File: config.mk
export PLATFORM = sky130hd
export DESIGN_NAME = bkreg_bank
export DESIGN_NICKNAME = d
export VERILOG_FILES = /design/src/bkreg_pkg.sv /design/src/bkreg_fuse_if.sv /design/src/bkreg_bank.sv /design/src/bkreg_fuse_loader.sv
export SDC_FILE = /design/constraint.sdc
export NUM_CORES = 1
export LEC_CHECK = 0
export ABC_AREA = 1
export BUFFER_PORTS_ARGS = -buffer_cell sky130_fd_sc_hd__buf_2
export CAP_MARGIN = 30
export CORE_AREA = 4 4 84 86
export DETAILED_ROUTE_END_ITERATION = 16
export DIE_AREA = 0 0 88 90
export SLEW_MARGIN = 40
export SYNTH_ARGS = -nofsm -noshare
export SYNTH_HDL_FRONTEND = slang
export SYNTH_SLANG_ARGS = --single-unit
File: constraint.sdc
create_clock -name i_clk -period 2 [get_ports i_clk]
set_clock_uncertainty 0.15 [all_clocks]
set_input_delay 0.4 -clock i_clk [delete_from_list [all_inputs] [get_ports i_clk]]
set_output_delay 0.4 -clock i_clk [all_outputs]
set_load 0.02 [all_outputs]
File: src/bkreg_pkg.sv
// Constants for the first buck regulator control register bank.
// Assumes an 8-bit register port driven by the control interface logic on the same clock.
package bkreg_pkg;
  localparam logic [7:0] ADDR_STANDBY_VOLTAGE = 8'h33;
  localparam logic [7:0] ADDR_SLEEP_VOLTAGE = 8'h34;
  localparam logic [7:0] ADDR_CONTROL = 8'h35;
  localparam logic [7:0] ADDR_LIMIT_CONFIG = 8'h36;

  localparam int VCODE_W = 6;
  localparam int ILIM_W = 2;

  localparam int CTRL_RUN_EN = 0;
  localparam int CTRL_STBY_EN = 1;
  localparam int CTRL_SLEEP_EN = 2;
  localparam int CTRL_LOW_POWER = 3;
  localparam int CTRL_SLEW = 4;
  localparam int CTRL_FORCED_PULSE_WIDTH_FALL = 5;
  localparam int CTRL_FORCED_PULSE_WIDTH = 6;
  localparam int CTRL_DISCH_N = 7;

  localparam int LIM_ILIM_LSB = 0;
  localparam int LIM_TMODE = 4;

  localparam logic [7:0] VOLT_MASK = 8'h3f;
  localparam logic [7:0] CTRL_MASK = 8'hff;
  localparam logic [7:0] LIM_MASK = 8'h13;

  localparam logic [5:0] RST_VCODE = 6'h00;
  localparam logic [7:0] RST_CONTROL = 8'h00;
  localparam logic [1:0] RST_ILIM = 2'h0;
  localparam logic RST_TMODE = 1'b0;

  // System power state, Gray along run, standby, sleep
  typedef enum logic [1:0] {
    PST_RUN = 2'b00,
    PST_STANDBY = 2'b01,
    PST_SLEEP = 2'b11
  } bkreg_pstate_t;

  // Fuse loader states
  typedef enum logic [1:0] {
    LD_IDLE = 2'b00,
    LD_APPLY = 2'b01,
    LD_DONE = 2'b11
  } bkreg_ld_state_t;
endpackage

File: src/bkreg_fuse_if.sv
// Carries captured fuse values and the one-cycle apply strobe from loader to register bank.
// Assumes both ends share one clock.
interface bkreg_fuse_if;
  logic apply;
  logic [5:0] standby_vcode;
  logic [5:0] sleep_vcode;
  logic run_enable;
  logic slew_select;
  logic discharge_disable_n;
  logic [1:0] current_limit;
  modport loader (output apply, standby_vcode, sleep_vcode, run_enable, slew_select,
                  discharge_disable_n, current_limit);
  modport bank (input apply, standby_vcode, sleep_vcode, run_enable, slew_select,
                discharge_disable_n, current_limit);
endinterface

File: src/bkreg_bank.sv
// Control and configuration register bank of the first buck regulator.
// Assumes a same-clock register port from the control interface and one system power state input.
// Contract
// - Six-bit standby voltage code, used in standby
// - Six-bit sleep voltage code, used in sleep
// - Fuse fields load at reset, stay writable
// - Control bit 0 enables run state
// - Run enable zero, then fuse loaded
// - Bit 1 standby enable, fuse default run
// - Bit 2 enables regulator in sleep
// - Sleep enable also set asynchronously
// - Bit 3 selects low power standby/sleep
// - Bit 4 slew select, fuse override ignores
// - Bit 5 forces conduction on falling scaling
// - Bit 6 forces fixed pulse width mode
// - Bit 7 low connects discharge when off
// - Two-bit current limit, default zero
// - Bit 4 selects on or off time
module bkreg_bank (
  input wire logic i_clk,
  input wire logic i_rst_n,
  input wire logic i_wr_en,
  input wire logic i_rd_en,
  input wire logic [7:0] i_addr,
  input wire logic [7:0] i_wdata,
  output logic [7:0] o_rdata,
  output logic o_rd_valid,
  input wire logic i_fuse_load,
  input wire logic [5:0] i_fuse_standby_vcode,
  input wire logic [5:0] i_fuse_sleep_vcode,
  input wire logic i_fuse_run_enable,
  input wire logic i_fuse_slew_select,
  input wire logic i_fuse_discharge_disable_n,
  input wire logic [1:0] i_fuse_current_limit,
  input wire logic i_fuse_buck1_scaling_select,
  input wire logic i_sleep_enable_set,
  input wire logic [1:0] i_power_state,
  input wire logic [5:0] i_buck1_run_voltage_code,
  output logic [5:0] o_target_voltage_code,
  output logic o_regulator_enable,
  output logic o_low_power,
  output logic o_scaling_slow,
  output logic o_forced_pwm_on_falling,
  output logic o_forced_pwm,
  output logic o_discharge_connect,
  output logic [1:0] o_current_limit,
  output logic o_timing_method_select
);
  bkreg_fuse_if fuse ();

  bkreg_fuse_loader u_loader (
    .i_clk(i_clk),
    .i_rst_n(i_rst_n),
    .i_load(i_fuse_load),
    .i_standby_vcode(i_fuse_standby_vcode),
    .i_sleep_vcode(i_fuse_sleep_vcode),
    .i_run_enable(i_fuse_run_enable),
    .i_slew_select(i_fuse_slew_select),
    .i_discharge_disable_n(i_fuse_discharge_disable_n),
    .i_current_limit(i_fuse_current_limit),
    .fuse(fuse)
  );

  // Sleep enable set comes from outside the clock domain
  logic sset_m_q, sset_s_q, sset_m_d, sset_s_d;
  always_comb begin
    sset_m_d = i_sleep_enable_set;
    sset_s_d = sset_m_q;
  end

  // Only the second stage is read; the first may still be settling
  always_ff @(posedge i_clk) begin
    if (!i_rst_n) begin
      sset_m_q <= 1'b0;
      sset_s_q <= 1'b0;
    end else begin
      sset_m_q <= sset_m_d;
      sset_s_q <= sset_s_d;
    end
  end

  logic [5:0] stby_q, stby_d;
  logic [5:0] slp_q, slp_d;
  logic [7:0] ctrl_q, ctrl_d;
  logic [1:0] ilim_q, ilim_d;
  logic tmode_q, tmode_d;
  logic [7:0] rdata_q, rdata_d;
  logic rdv_q, rdv_d;

  function automatic logic hit(input logic [7:0] a, input logic [7:0] ref_addr);
    hit = (a == ref_addr);
  endfunction

  logic wr_stby, wr_slp, wr_ctrl, wr_lim;
  assign wr_stby = i_wr_en && hit(i_addr, bkreg_pkg::ADDR_STANDBY_VOLTAGE);
  assign wr_slp = i_wr_en && hit(i_addr, bkreg_pkg::ADDR_SLEEP_VOLTAGE);
  assign wr_ctrl = i_wr_en && hit(i_addr, bkreg_pkg::ADDR_CONTROL);
  assign wr_lim = i_wr_en && hit(i_addr, bkreg_pkg::ADDR_LIMIT_CONFIG);

  // Fuse apply wins over a host write in the same cycle for the fields it loads; the set pin wins over a write of sleep enable
  always_comb begin
    stby_d = stby_q;
    slp_d = slp_q;
    ctrl_d = ctrl_q;
    ilim_d = ilim_q;
    tmode_d = tmode_q;
    if (wr_stby) begin
      stby_d = i_wdata[5:0];
    end
    if (wr_slp) begin
      slp_d = i_wdata[5:0];
    end
    if (wr_ctrl) begin
      ctrl_d = i_wdata & bkreg_pkg::CTRL_MASK;
    end
    if (wr_lim) begin
      ilim_d = i_wdata[bkreg_pkg::LIM_ILIM_LSB +: bkreg_pkg::ILIM_W];
      tmode_d = i_wdata[bkreg_pkg::LIM_TMODE];
    end
    if (fuse.apply) begin
      stby_d = fuse.standby_vcode;
      slp_d = fuse.sleep_vcode;
      ctrl_d[bkreg_pkg::CTRL_RUN_EN] = fuse.run_enable;
      ctrl_d[bkreg_pkg::CTRL_STBY_EN] = fuse.run_enable;
      ctrl_d[bkreg_pkg::CTRL_SLEW] = fuse.slew_select;
      ctrl_d[bkreg_pkg::CTRL_DISCH_N] = fuse.discharge_disable_n;
      ilim_d = fuse.current_limit;
    end
    if (sset_s_q) begin
      ctrl_d[bkreg_pkg::CTRL_SLEEP_EN] = 1'b1;
    end
  end

  always_comb begin
    rdv_d = i_rd_en;
    rdata_d = rdata_q;
    if (i_rd_en) begin
      case (i_addr)
        bkreg_pkg::ADDR_STANDBY_VOLTAGE: rdata_d = {2'h0, stby_q};
        bkreg_pkg::ADDR_SLEEP_VOLTAGE: rdata_d = {2'h0, slp_q};
        bkreg_pkg::ADDR_CONTROL: rdata_d = ctrl_q;
        bkreg_pkg::ADDR_LIMIT_CONFIG: rdata_d = {3'h0, tmode_q, 2'h0, ilim_q};
        default: rdata_d = 8'h00;
      endcase
    end
  end

  always_ff @(posedge i_clk) begin
    if (!i_rst_n) begin
      stby_q <= bkreg_pkg::RST_VCODE;
      slp_q <= bkreg_pkg::RST_VCODE;
      ctrl_q <= bkreg_pkg::RST_CONTROL;
      ilim_q <= bkreg_pkg::RST_ILIM;
      tmode_q <= bkreg_pkg::RST_TMODE;
    end else begin
      stby_q <= stby_d;
      slp_q <= slp_d;
      ctrl_q <= ctrl_d;
      ilim_q <= ilim_d;
      tmode_q <= tmode_d;
    end
  end

  // Read data is registered so the host port sees a clean one-cycle answer
  always_ff @(posedge i_clk) begin
    if (!i_rst_n) begin
      rdata_q <= 8'h00;
      rdv_q <= 1'b0;
    end else begin
      rdata_q <= rdata_d;
      rdv_q <= rdv_d;
    end
  end

  assign o_rdata = rdata_q;
  assign o_rd_valid = rdv_q;

  // Per-state steering; an unknown state code is treated as run so the output never floats
  logic in_stby, in_slp, en_now;
  assign in_stby = (i_power_state == bkreg_pkg::PST_STANDBY);
  assign in_slp = (i_power_state == bkreg_pkg::PST_SLEEP);
  assign en_now = in_slp ? ctrl_q[bkreg_pkg::CTRL_SLEEP_EN] :
                  in_stby ? ctrl_q[bkreg_pkg::CTRL_STBY_EN] : ctrl_q[bkreg_pkg::CTRL_RUN_EN];
  assign o_regulator_enable = en_now;
  assign o_target_voltage_code = in_slp ? slp_q : in_stby ? stby_q : i_buck1_run_voltage_code;
  assign o_low_power = ctrl_q[bkreg_pkg::CTRL_LOW_POWER] & (in_stby | in_slp);
  assign o_scaling_slow = ctrl_q[bkreg_pkg::CTRL_SLEW] & ~i_fuse_buck1_scaling_select;
  assign o_forced_pwm_on_falling = ctrl_q[bkreg_pkg::CTRL_FORCED_PULSE_WIDTH_FALL];
  assign o_forced_pwm = ctrl_q[bkreg_pkg::CTRL_FORCED_PULSE_WIDTH];
  assign o_discharge_connect = ~ctrl_q[bkreg_pkg::CTRL_DISCH_N] & ~en_now;
  assign o_current_limit = ilim_q;
  assign o_timing_method_select = tmode_q;
endmodule

File: src/bkreg_fuse_loader.sv
// Captures fuse values on a load request and hands them over with one apply strobe.
// Assumes the fuse controller holds its values steady and pulses the load request on this clock.
module bkreg_fuse_loader (
  input wire logic i_clk,
  input wire logic i_rst_n,
  input wire logic i_load,
  input wire logic [5:0] i_standby_vcode,
  input wire logic [5:0] i_sleep_vcode,
  input wire logic i_run_enable,
  input wire logic i_slew_select,
  input wire logic i_discharge_disable_n,
  input wire logic [1:0] i_current_limit,
  bkreg_fuse_if.loader fuse
);
  bkreg_pkg::bkreg_ld_state_t st_q, st_d;
  // Standby code, sleep code, run enable, slew, discharge, current limit
  logic [16:0] cap_q, cap_d;

  always_comb begin
    st_d = st_q;
    cap_d = cap_q;
    case (st_q)
      bkreg_pkg::LD_IDLE: begin
        if (i_load) begin
          st_d = bkreg_pkg::LD_APPLY;
          cap_d = {i_standby_vcode, i_sleep_vcode, i_run_enable, i_slew_select, i_discharge_disable_n,
                   i_current_limit};
        end
      end
      bkreg_pkg::LD_APPLY: st_d = bkreg_pkg::LD_DONE;
      // A held request loads once; a new one needs the request to drop first
      bkreg_pkg::LD_DONE: begin
        if (!i_load) begin
          st_d = bkreg_pkg::LD_IDLE;
        end
      end
      default: st_d = bkreg_pkg::LD_IDLE;
    endcase
  end

  always_ff @(posedge i_clk) begin
    if (!i_rst_n) begin
      st_q <= bkreg_pkg::LD_IDLE;
      cap_q <= 17'h00000;
    end else begin
      st_q <= st_d;
      cap_q <= cap_d;
    end
  end

  assign fuse.apply = (st_q == bkreg_pkg::LD_APPLY);
  assign fuse.standby_vcode = cap_q[16:11];
  assign fuse.sleep_vcode = cap_q[10:5];
  assign fuse.run_enable = cap_q[4];
  assign fuse.slew_select = cap_q[3];
  assign fuse.discharge_disable_n = cap_q[2];
  assign fuse.current_limit = cap_q[1:0];
endmodule

==> results_dict.tcl, run 1 <==
set metrics [dict create \
    cts_tree "done" \
    syn2layout_area_growth_pct 21.6 \
    cts_inserted_buffers 5 \
    regToRegSetupSlack_ns 0.38 \
    syn_nets 409 \
    io_pins 72 \
    dieArea_um2 7920 \
    drt_wl_total_mm 6.51 \
    timing.rr.start "u_loader.st_q[1]$_SDFFE_PN0P_" \
    path_cells "buf_2 -> inv_1 -> buf_4 -> nand2_1 -> o211ai_1 -> nor2_1 -> buf_2" \
    core_area_um2 6280 \
    hold_path.class "in2reg" \
    synth_cells 361 \
    reg2reg_depth 6 \
    critical_path.max_stage_delay_ns 0.17 \
    synth_compound_area_frac 0.144 \
    total_power_mw 2.15 \
    initial_core_util 0.393 \
    synth.avg_cell_area_um2 6.84 \
    drtPass1Iterations 4 \
    synth-xor-area-share 0 \
    worst_slack_ns 0.310 \
    drv_cap 0 \
    nets 480 \
    port_buffers 71 \
    ir_drop_uv 350 \
    cp.arrival_ns 1.14 \
    drc 0 \
    clk_pin_slew_ns 0.09 \
    fin_crit_ns 1.69 \
    synth_area_um2 2470 \
    final_cell_mix "90 x nand2_1, 71 x buf_2, 53 x dfxtp_1, 51 x nor2_1, 33 x inv_1" \
    synth.distinct_cells 25 \
    antenna_found_initial 0 \
    p_per_area_nw_per_um2 717 \
    relSlewSlack 0.744 \
    critPathBufInv 4 \
    end_kind "output pin" \
    yosysSeqAreaShare 0.430 \
    post-route-period-util 0.845 \
    timing.critical_path.mode_cell "buf_2" \
    maxClockFrequency_ghz 0.592 \
    grt_pass1_vias 2255 \
    yosysWarnings 0 \
    grt_max_degree 25 \
    fin_cells 509 \
    place_ws_ns -0.244 \
    overflow 0 \
    fp.dieH_um 90 \
    crit_cells 7 \
    initialDrtViolationCount 154 \
    p_leak_nw 1.44 \
    h-tree-depth 2 \
    finalSetupViolations 0 \
    rsz0062_at_grt "false" \
    slowest_stage "buf_2" \
    finalMaxSlewViolations 0 \
    ys_ff_latch 53 \
    vias_per_cell 4.79 \
    root_buffer "clkbuf_8" \
    synth_top_family_by_area "simple AND/OR/NAND/NOR gates" \
    postCtsHoldBufs 0 \
    clkLatencyLatePin_ns 0.30 \
    grtUsageTotal 0.166 \
    crit_required_ns 1.45 \
    final_common_cell "nand2_1" \
    crit_path_max_fanout 7 \
    synth_fa_ha_area_frac 0 \
    clockBufferDepth 2 \
    tightest_slew_ns 0.383 \
    cp-startpoint "i_power_state[0]" \
    start_kind "primary input" \
    post_cts_buffers 0 \
    setup.worst_path.end "o_discharge_connect" \
    dp_cells 501 \
    synthSimpleGateAreaFrac 0.339 \
    worstSetupPathType "in2out" \
    status "completed" \
    die_w_um 88 \
    rows 29 \
    post_drt_wl_per_cell_um 12.8 \
    crit_family "buffers and inverters" \
    ant_nets 0 \
    hold_viol_final 0 \
    vias 2439 \
    dp_hpwl_mm 4.95 \
    routabilityCongestion 0.808 \
    grt_pass1_wl_mm 10.5 \
    antennaDiodeCount 0 \
    r2r_end "u_loader.cap_q[13]$_SDFFE_PN0P_" \
    fill_cells 685 \
    numClockSinks 53 \
    drive_gt1_frac 0.245 \
    muxShareOfSynthArea 0 \
]
==> registers in the layout, indices dropped and copies added (netlist names) <==
| signal | flops |
|---|---|
| sset_s_q | 1 |
| ctrl_q | 8 |
| o_rd_valid | 1 |
| o_current_limit | 2 |
| o_rdata | 8 |
| slp_q | 6 |
| u_loader.cap_q | 17 |
| stby_q | 6 |
| u_loader.st_q | 2 |
| sset_m_q | 1 |
| o_timing_method_select | 1 |
==> cell usage after synthesis <==
| library cell | number | area share |
|---|---|---|
| a31oi_1 | 12 | 0.030 |
| nand2_2 | 6 | 0.015 |
| nand2_1 | 90 | 0.14 |
| nor2_1 | 52 | 0.079 |
| a22oi_1 | 1 | 0.0030 |
| clkbuf_1 | 7 | 0.011 |
| buf_4 | 2 | 0.0061 |
| buf_1 | 1 | 0.0015 |
| o21ai_1 | 4 | 0.0081 |
| buf_2 | 3 | 0.0061 |
| inv_4 | 1 | 0.0025 |
| nor2_4 | 4 | 0.018 |
| nand4_1 | 1 | 0.0025 |
| nor2_2 | 1 | 0.0025 |
| nand2_4 | 2 | 0.0091 |
| nor2_8 | 1 | 0.0081 |
| nand3_1 | 31 | 0.063 |
| inv_1 | 34 | 0.052 |
| o21ai_0 | 29 | 0.059 |
| inv_2 | 3 | 0.0046 |
| dfxtp_1 | 53 | 0.43 |
| nand3_2 | 1 | 0.0041 |
| o211ai_1 | 1 | 0.0030 |
| buf_6 | 1 | 0.0046 |
| a21oi_1 | 20 | 0.041 |
==> per-layer routing <==
metal | routed length [um] | vias up | GRT usage
li1 | - | 1296 | -
met1 | 2980 | 1056 | 0.232
met2 | 3000 | 81 | 0.258
met3 | 468 | 6 | 0.0347
met4 | 58 | 0 | 0.0435
met5 | 0 | - | 0
==> worst min-delay path, cell delays in order <==
cell and delay, ns:
buf_2 0.07, nand2_1 0.04, inv_1 0.04
==> stage by stage <==
stage / utilization / TNS [ns] / instance area, um^2 / hold WS (ns)
4_1_cts: 0.476 / 0 / 2990 / 0.124
3_3_place_gp: 0.461 / -2.32 / 2890 / 0.244
6_report: 0.478 / 0 / 3000 / 0.130
5_1_grt: 0.478 / 0 / 3000 / 0.134
3_5_place_dp: 0.461 / -2.70 / 2890 / 0.255
2_1_floorplan: - / 0 / 2470 / 0.240
==> power by group <==
group	switching, mW	internal, mW	total [mW]
Clock	0.348	0.275	0.622
Sequential	0.0463	1.13	1.17
Combinational	0.232	0.128	0.360
==> area by class of cell <==
cell class              instances  area, um^2  share of cell area
repair inverters                1        7.51             0.00250
clock inverters                 1        7.51             0.00250
flip-flops and latches         53        1060               0.353
inverters                      38         149              0.0496
well taps                      77        96.3              0.0321
multi-input cells             256        1200               0.399
clock buffers                   6        82.6              0.0275
repair buffers                 77         400               0.133
==> how the worst min path moves through the flow <==
stage          depth (start not counted)                start                   to  slack (ns)
5_1_grt                                3   i_sleep_enable_set  sset_m_q$_SDFF_PN0_        0.13
3_5_place_dp                           2  sset_m_q$_SDFF_PN0_  sset_s_q$_SDFF_PN0_        0.25
4_1_cts                                3   i_sleep_enable_set  sset_m_q$_SDFF_PN0_        0.12
6_report                               3   i_sleep_enable_set  sset_m_q$_SDFF_PN0_        0.13
2_1_floorplan                          2  sset_m_q$_SDFF_PN0_  sset_s_q$_SDFF_PN0_        0.24
3_3_place_gp                           2  sset_m_q$_SDFF_PN0_  sset_s_q$_SDFF_PN0_        0.24
==> logic make-up (layout without fill, tap and decap cells) <==
group,after synthesis,in the layout
AOI/OAI and AO/OA,67,67
buffers and inverters,52,123
DFF,53,53
and+or+nand+nor,189,189
==> timing repair <==
item | 4_1_cts | 5_1_grt
cloned | 0 | 1
endpoints found under the setup margin | 17 | 3
gates resized for setup | 1 | 3
No activity file was read; power rests on OpenSTA's default activity.
==> run 2, diff against run 1 <==
ABC_AREA = 0   (was 1)
CORE_AREA = 4 4 83 85   (was 4 4 84 86)
DIE_AREA = 0 0 87 89   (was 0 0 88 90)
PLACE_DENSITY = 0.66   (was unset)
clock period = 1.5 ns   (was 2 ns; I/O delays follow)
==> run 2 against run 1 <==
Effect of this change: largest cell class unchanged; sequential share of layout area shrank 2.8 points; global-route usage rose by 0.33 points; total power grew 34%; the flow now finishes with violations (setup timing).
==> results_dict.tcl, run 2 <==
set metrics [dict create \
    status "finished, violations left" \
    failed_checks "setup timing" \
    yosys.area.top_type "dfxtp_1" \
    wl_met3_um 346 \
    grt_max_degree 22 \
    tns_ns -3.04 \
    timing.critical_path.mode_cell "buf_6" \
    synth_fa_ha_area_frac 0 \
    synth_cells 276 \
    synth_edf_count 0 \
    antennaDiodeCount 0 \
    muxShareOfSynthArea 0.146 \
    clkLatencyLatePin_ns 0.31 \
    drt_wl_total_mm 6.37 \
    met1Wirelength_mm 2.86 \
    dp_hpwl_mm 4.83 \
    cts_tree "done" \
    largest_register "u_loader.cap_q" \
    initial_core_util 0.387 \
    synth_compound_area_frac 0.186 \
    start_kind "primary input" \
    p_per_area_nw_per_um2 875 \
    cp.arrival_ns 1.76 \
    regToRegSetupSlack_ns 0.16 \
    crit_required_ns 1.54 \
    drv_cap 0 \
    routabilityCongestion 0.776 \
    vias_per_cell 4.98 \
    ir_drop_uv 623 \
    syn_nets 324 \
    dr_wl_met2_mm 3.09 \
    initialDrtViolationCount 88 \
    synth_ff_type "dfxtp_1" \
    fin_crit_ns 1.72 \
    io_pins 72 \
    nets 422 \
    yosysTopAreaCellShare 0.442 \
    yosys-top-cells-area "dfxtp_1 44%, mux2i_1 15%, a21oi_1 11%" \
    syn2layout_area_growth_pct 37.8 \
    cts_inserted_buffers 5 \
    ys_ff_latch 53 \
    place_ws_ns -0.510 \
    whs_ns 0.0397 \
    clk_pin_slew_ns 0.10 \
    path_cells "buf_6 -> or4b_4 -> nor4_4 -> buf_6 -> mux2i_1 -> a21oi_1" \
    tightest_slew_ns 0.391 \
    dp_cells 431 \
    post_drt_wl_per_cell_um 14.1 \
    topRoutingLayerUsed "met4" \
    holdPathStages 2 \
    finalMaxSlewViolations 0 \
    reg2reg_depth 4 \
    final_cell_mix "60 x buf_2, 50 x a21oi_1, 39 x dfxtp_1, 38 x buf_4, 37 x nand2_1" \
    slowest_stage "or4b_4" \
    worst_slack_ns -0.220 \
    final_common_cell "buf_2" \
    fp.dieH_um 89 \
    timing.rr.start "u_loader.st_q[1]$_SDFFE_PN0P_" \
    yosysWarnings 0 \
    ant_nets 0 \
    relSlewSlack 0.737 \
    worstSetupPathType "in2reg" \
    root_buffer "clkbuf_8" \
    grt_pass1_wl_mm 10.4 \
    drc 0 \
    maxClockFrequency_ghz 0.581 \
    synth-xor-area-share 0 \
    postCtsHoldBufs 0 \
    ys_async_sr_fraction 0 \
    finalInstanceArea_um2 3310 \
    synthSimpleGateAreaFrac 0.193 \
    grt_pass1_vias 2108 \
    post-synth-top-count-cell "dfxtp_1" \
    clockBufferDepth 2 \
    dieArea_um2 7740 \
    core_area_um2 6200 \
    overflow 0 \
    synth_common_cells "53 x dfxtp_1, 51 x a21oi_1, 37 x nand2_1" \
    h-tree-depth 2 \
    rows 29 \
    grtUsageTotal 0.169 \
    die_w_um 87 \
    port_buffers 71 \
    hold_viol_final 0 \
    vias 2252 \
    fin_cells 452 \
    yosysSeqAreaShare 0.442 \
    p_leak_nw 1.38 \
    numClockSinks 53 \
    synth.avg_cell_area_um2 8.70 \
    post-route-period-util 1.15 \
    largest_reg_flops 17 \
    synth_top_family_by_area "simple AND/OR/NAND/NOR gates" \
    drtPass1Iterations 4 \
    critical_path.max_stage_delay_ns 0.61 \
    hold-path-endpoint "sset_m_q$_SDFF_PN0_" \
    hold_path.class "in2reg" \
    synth.distinct_cells 26 \
    synth_area_um2 2400 \
    finalSetupViolations 33 \
    antenna_found_initial 0 \
    rsz0062_at_grt "true" \
    min_from "i_sleep_enable_set" \
    r2r_end "u_loader.cap_q[16]$_SDFFE_PN0P_" \
    place_area_um2 3020 \
    crit_path_max_fanout 6 \
    end_kind "register" \
    drive_gt1_frac 0.389 \
]
run 2: changes by cell type in the layout (fill, tap and decap cells not counted), moves of 11 or more:
cell	change
nand2_1	-53
mux2i_1	+33
buf_4	+32
inv_1	-31
nand3_1	-31
a21oi_1	+30
nor2_1	-29
dfxtp_1	-14
dfxtp_2	+14
a31oi_1	-12
buf_2	-11
o21ai_0	-11
run 2: stage by stage:
| stage | utilization | power, mW |
|---|---|---|
| 2_1_floorplan | - | 1.84 |
| 3_3_place_gp | 0.487 | 2.04 |
| 3_5_place_dp | 0.487 | 2.05 |
| 4_1_cts | 0.528 | 2.89 |
| 5_1_grt | 0.534 | 3.04 |
| 6_report | 0.534 | 2.90 |
run 2: power breakdown:
group / leakage [nW] / internal [mW] / switching, mW
combinational: 0.902 / 0.266 / 0.295
sequential: 0.439 / 1.49 / 0.0489
clock: 0.0439 / 0.323 / 0.471
total: 1.38 / 2.08 / 0.815
run 2: critical path: cells and delay by family:
family	cells	cell delay, ns
compound gates	1	0.09
simple gates	2	0.89
mux	1	0.21
buf+inv	2	0.26
run 2: how the worst max path moves through the flow:
stage | slack (ns) | cells past startpoint | startpoint | end
2_1_floorplan | -0.47 | 5 | i_addr[7] | slp_q[0]$_SDFFE_PN0P_
3_3_place_gp | -0.48 | 6 | i_addr[7] | slp_q[0]$_SDFFE_PN0P_
5_1_grt | -0.24 | 5 | i_addr[7] | o_current_limit[0]$_SDFFE_PN0P_
6_report | -0.22 | 6 | i_addr[7] | slp_q[2]$_SDFFE_PN0P_
4_1_cts | -0.15 | 6 | i_addr[7] | slp_q[0]$_SDFFE_PN0P_
3_5_place_dp | -0.51 | 6 | i_addr[7] | slp_q[0]$_SDFFE_PN0P_
run 2: cells by family (layout without fill, tap and decap cells):
logic type | count (synthesis) | after routing
buffers and inverters | 19 | 118
and+or+nand+nor | 88 | 88
muxes | 35 | 35
AOI/OAI and AO/OA | 81 | 81
DFF | 53 | 53
run 2: final cells by class:
class                           count  area [um^2]
Multi-Input combinational cell    204         1310
Clock buffer                        5         68.8
Clock inverter                      3         17.5
Timing Repair Buffer              108          733
Tap cell                           77         96.3
Fill cell                         603         2890
Inverter                            2         7.51
Sequential cell                    53         1080
run 2: timing repair:
action	in CTS	in global routing
gates resized for setup	30	9
pin swaps	11	7
buffers inserted	12	1
endpoints found under the setup margin	37	39
run 2: per-layer routing:
metal,track usage,vias to the layer above
met5,0,-
met4,0.0467,0
met3,0.0313,10
met2,0.292,53
met1,0.218,1032
li1,-,1157
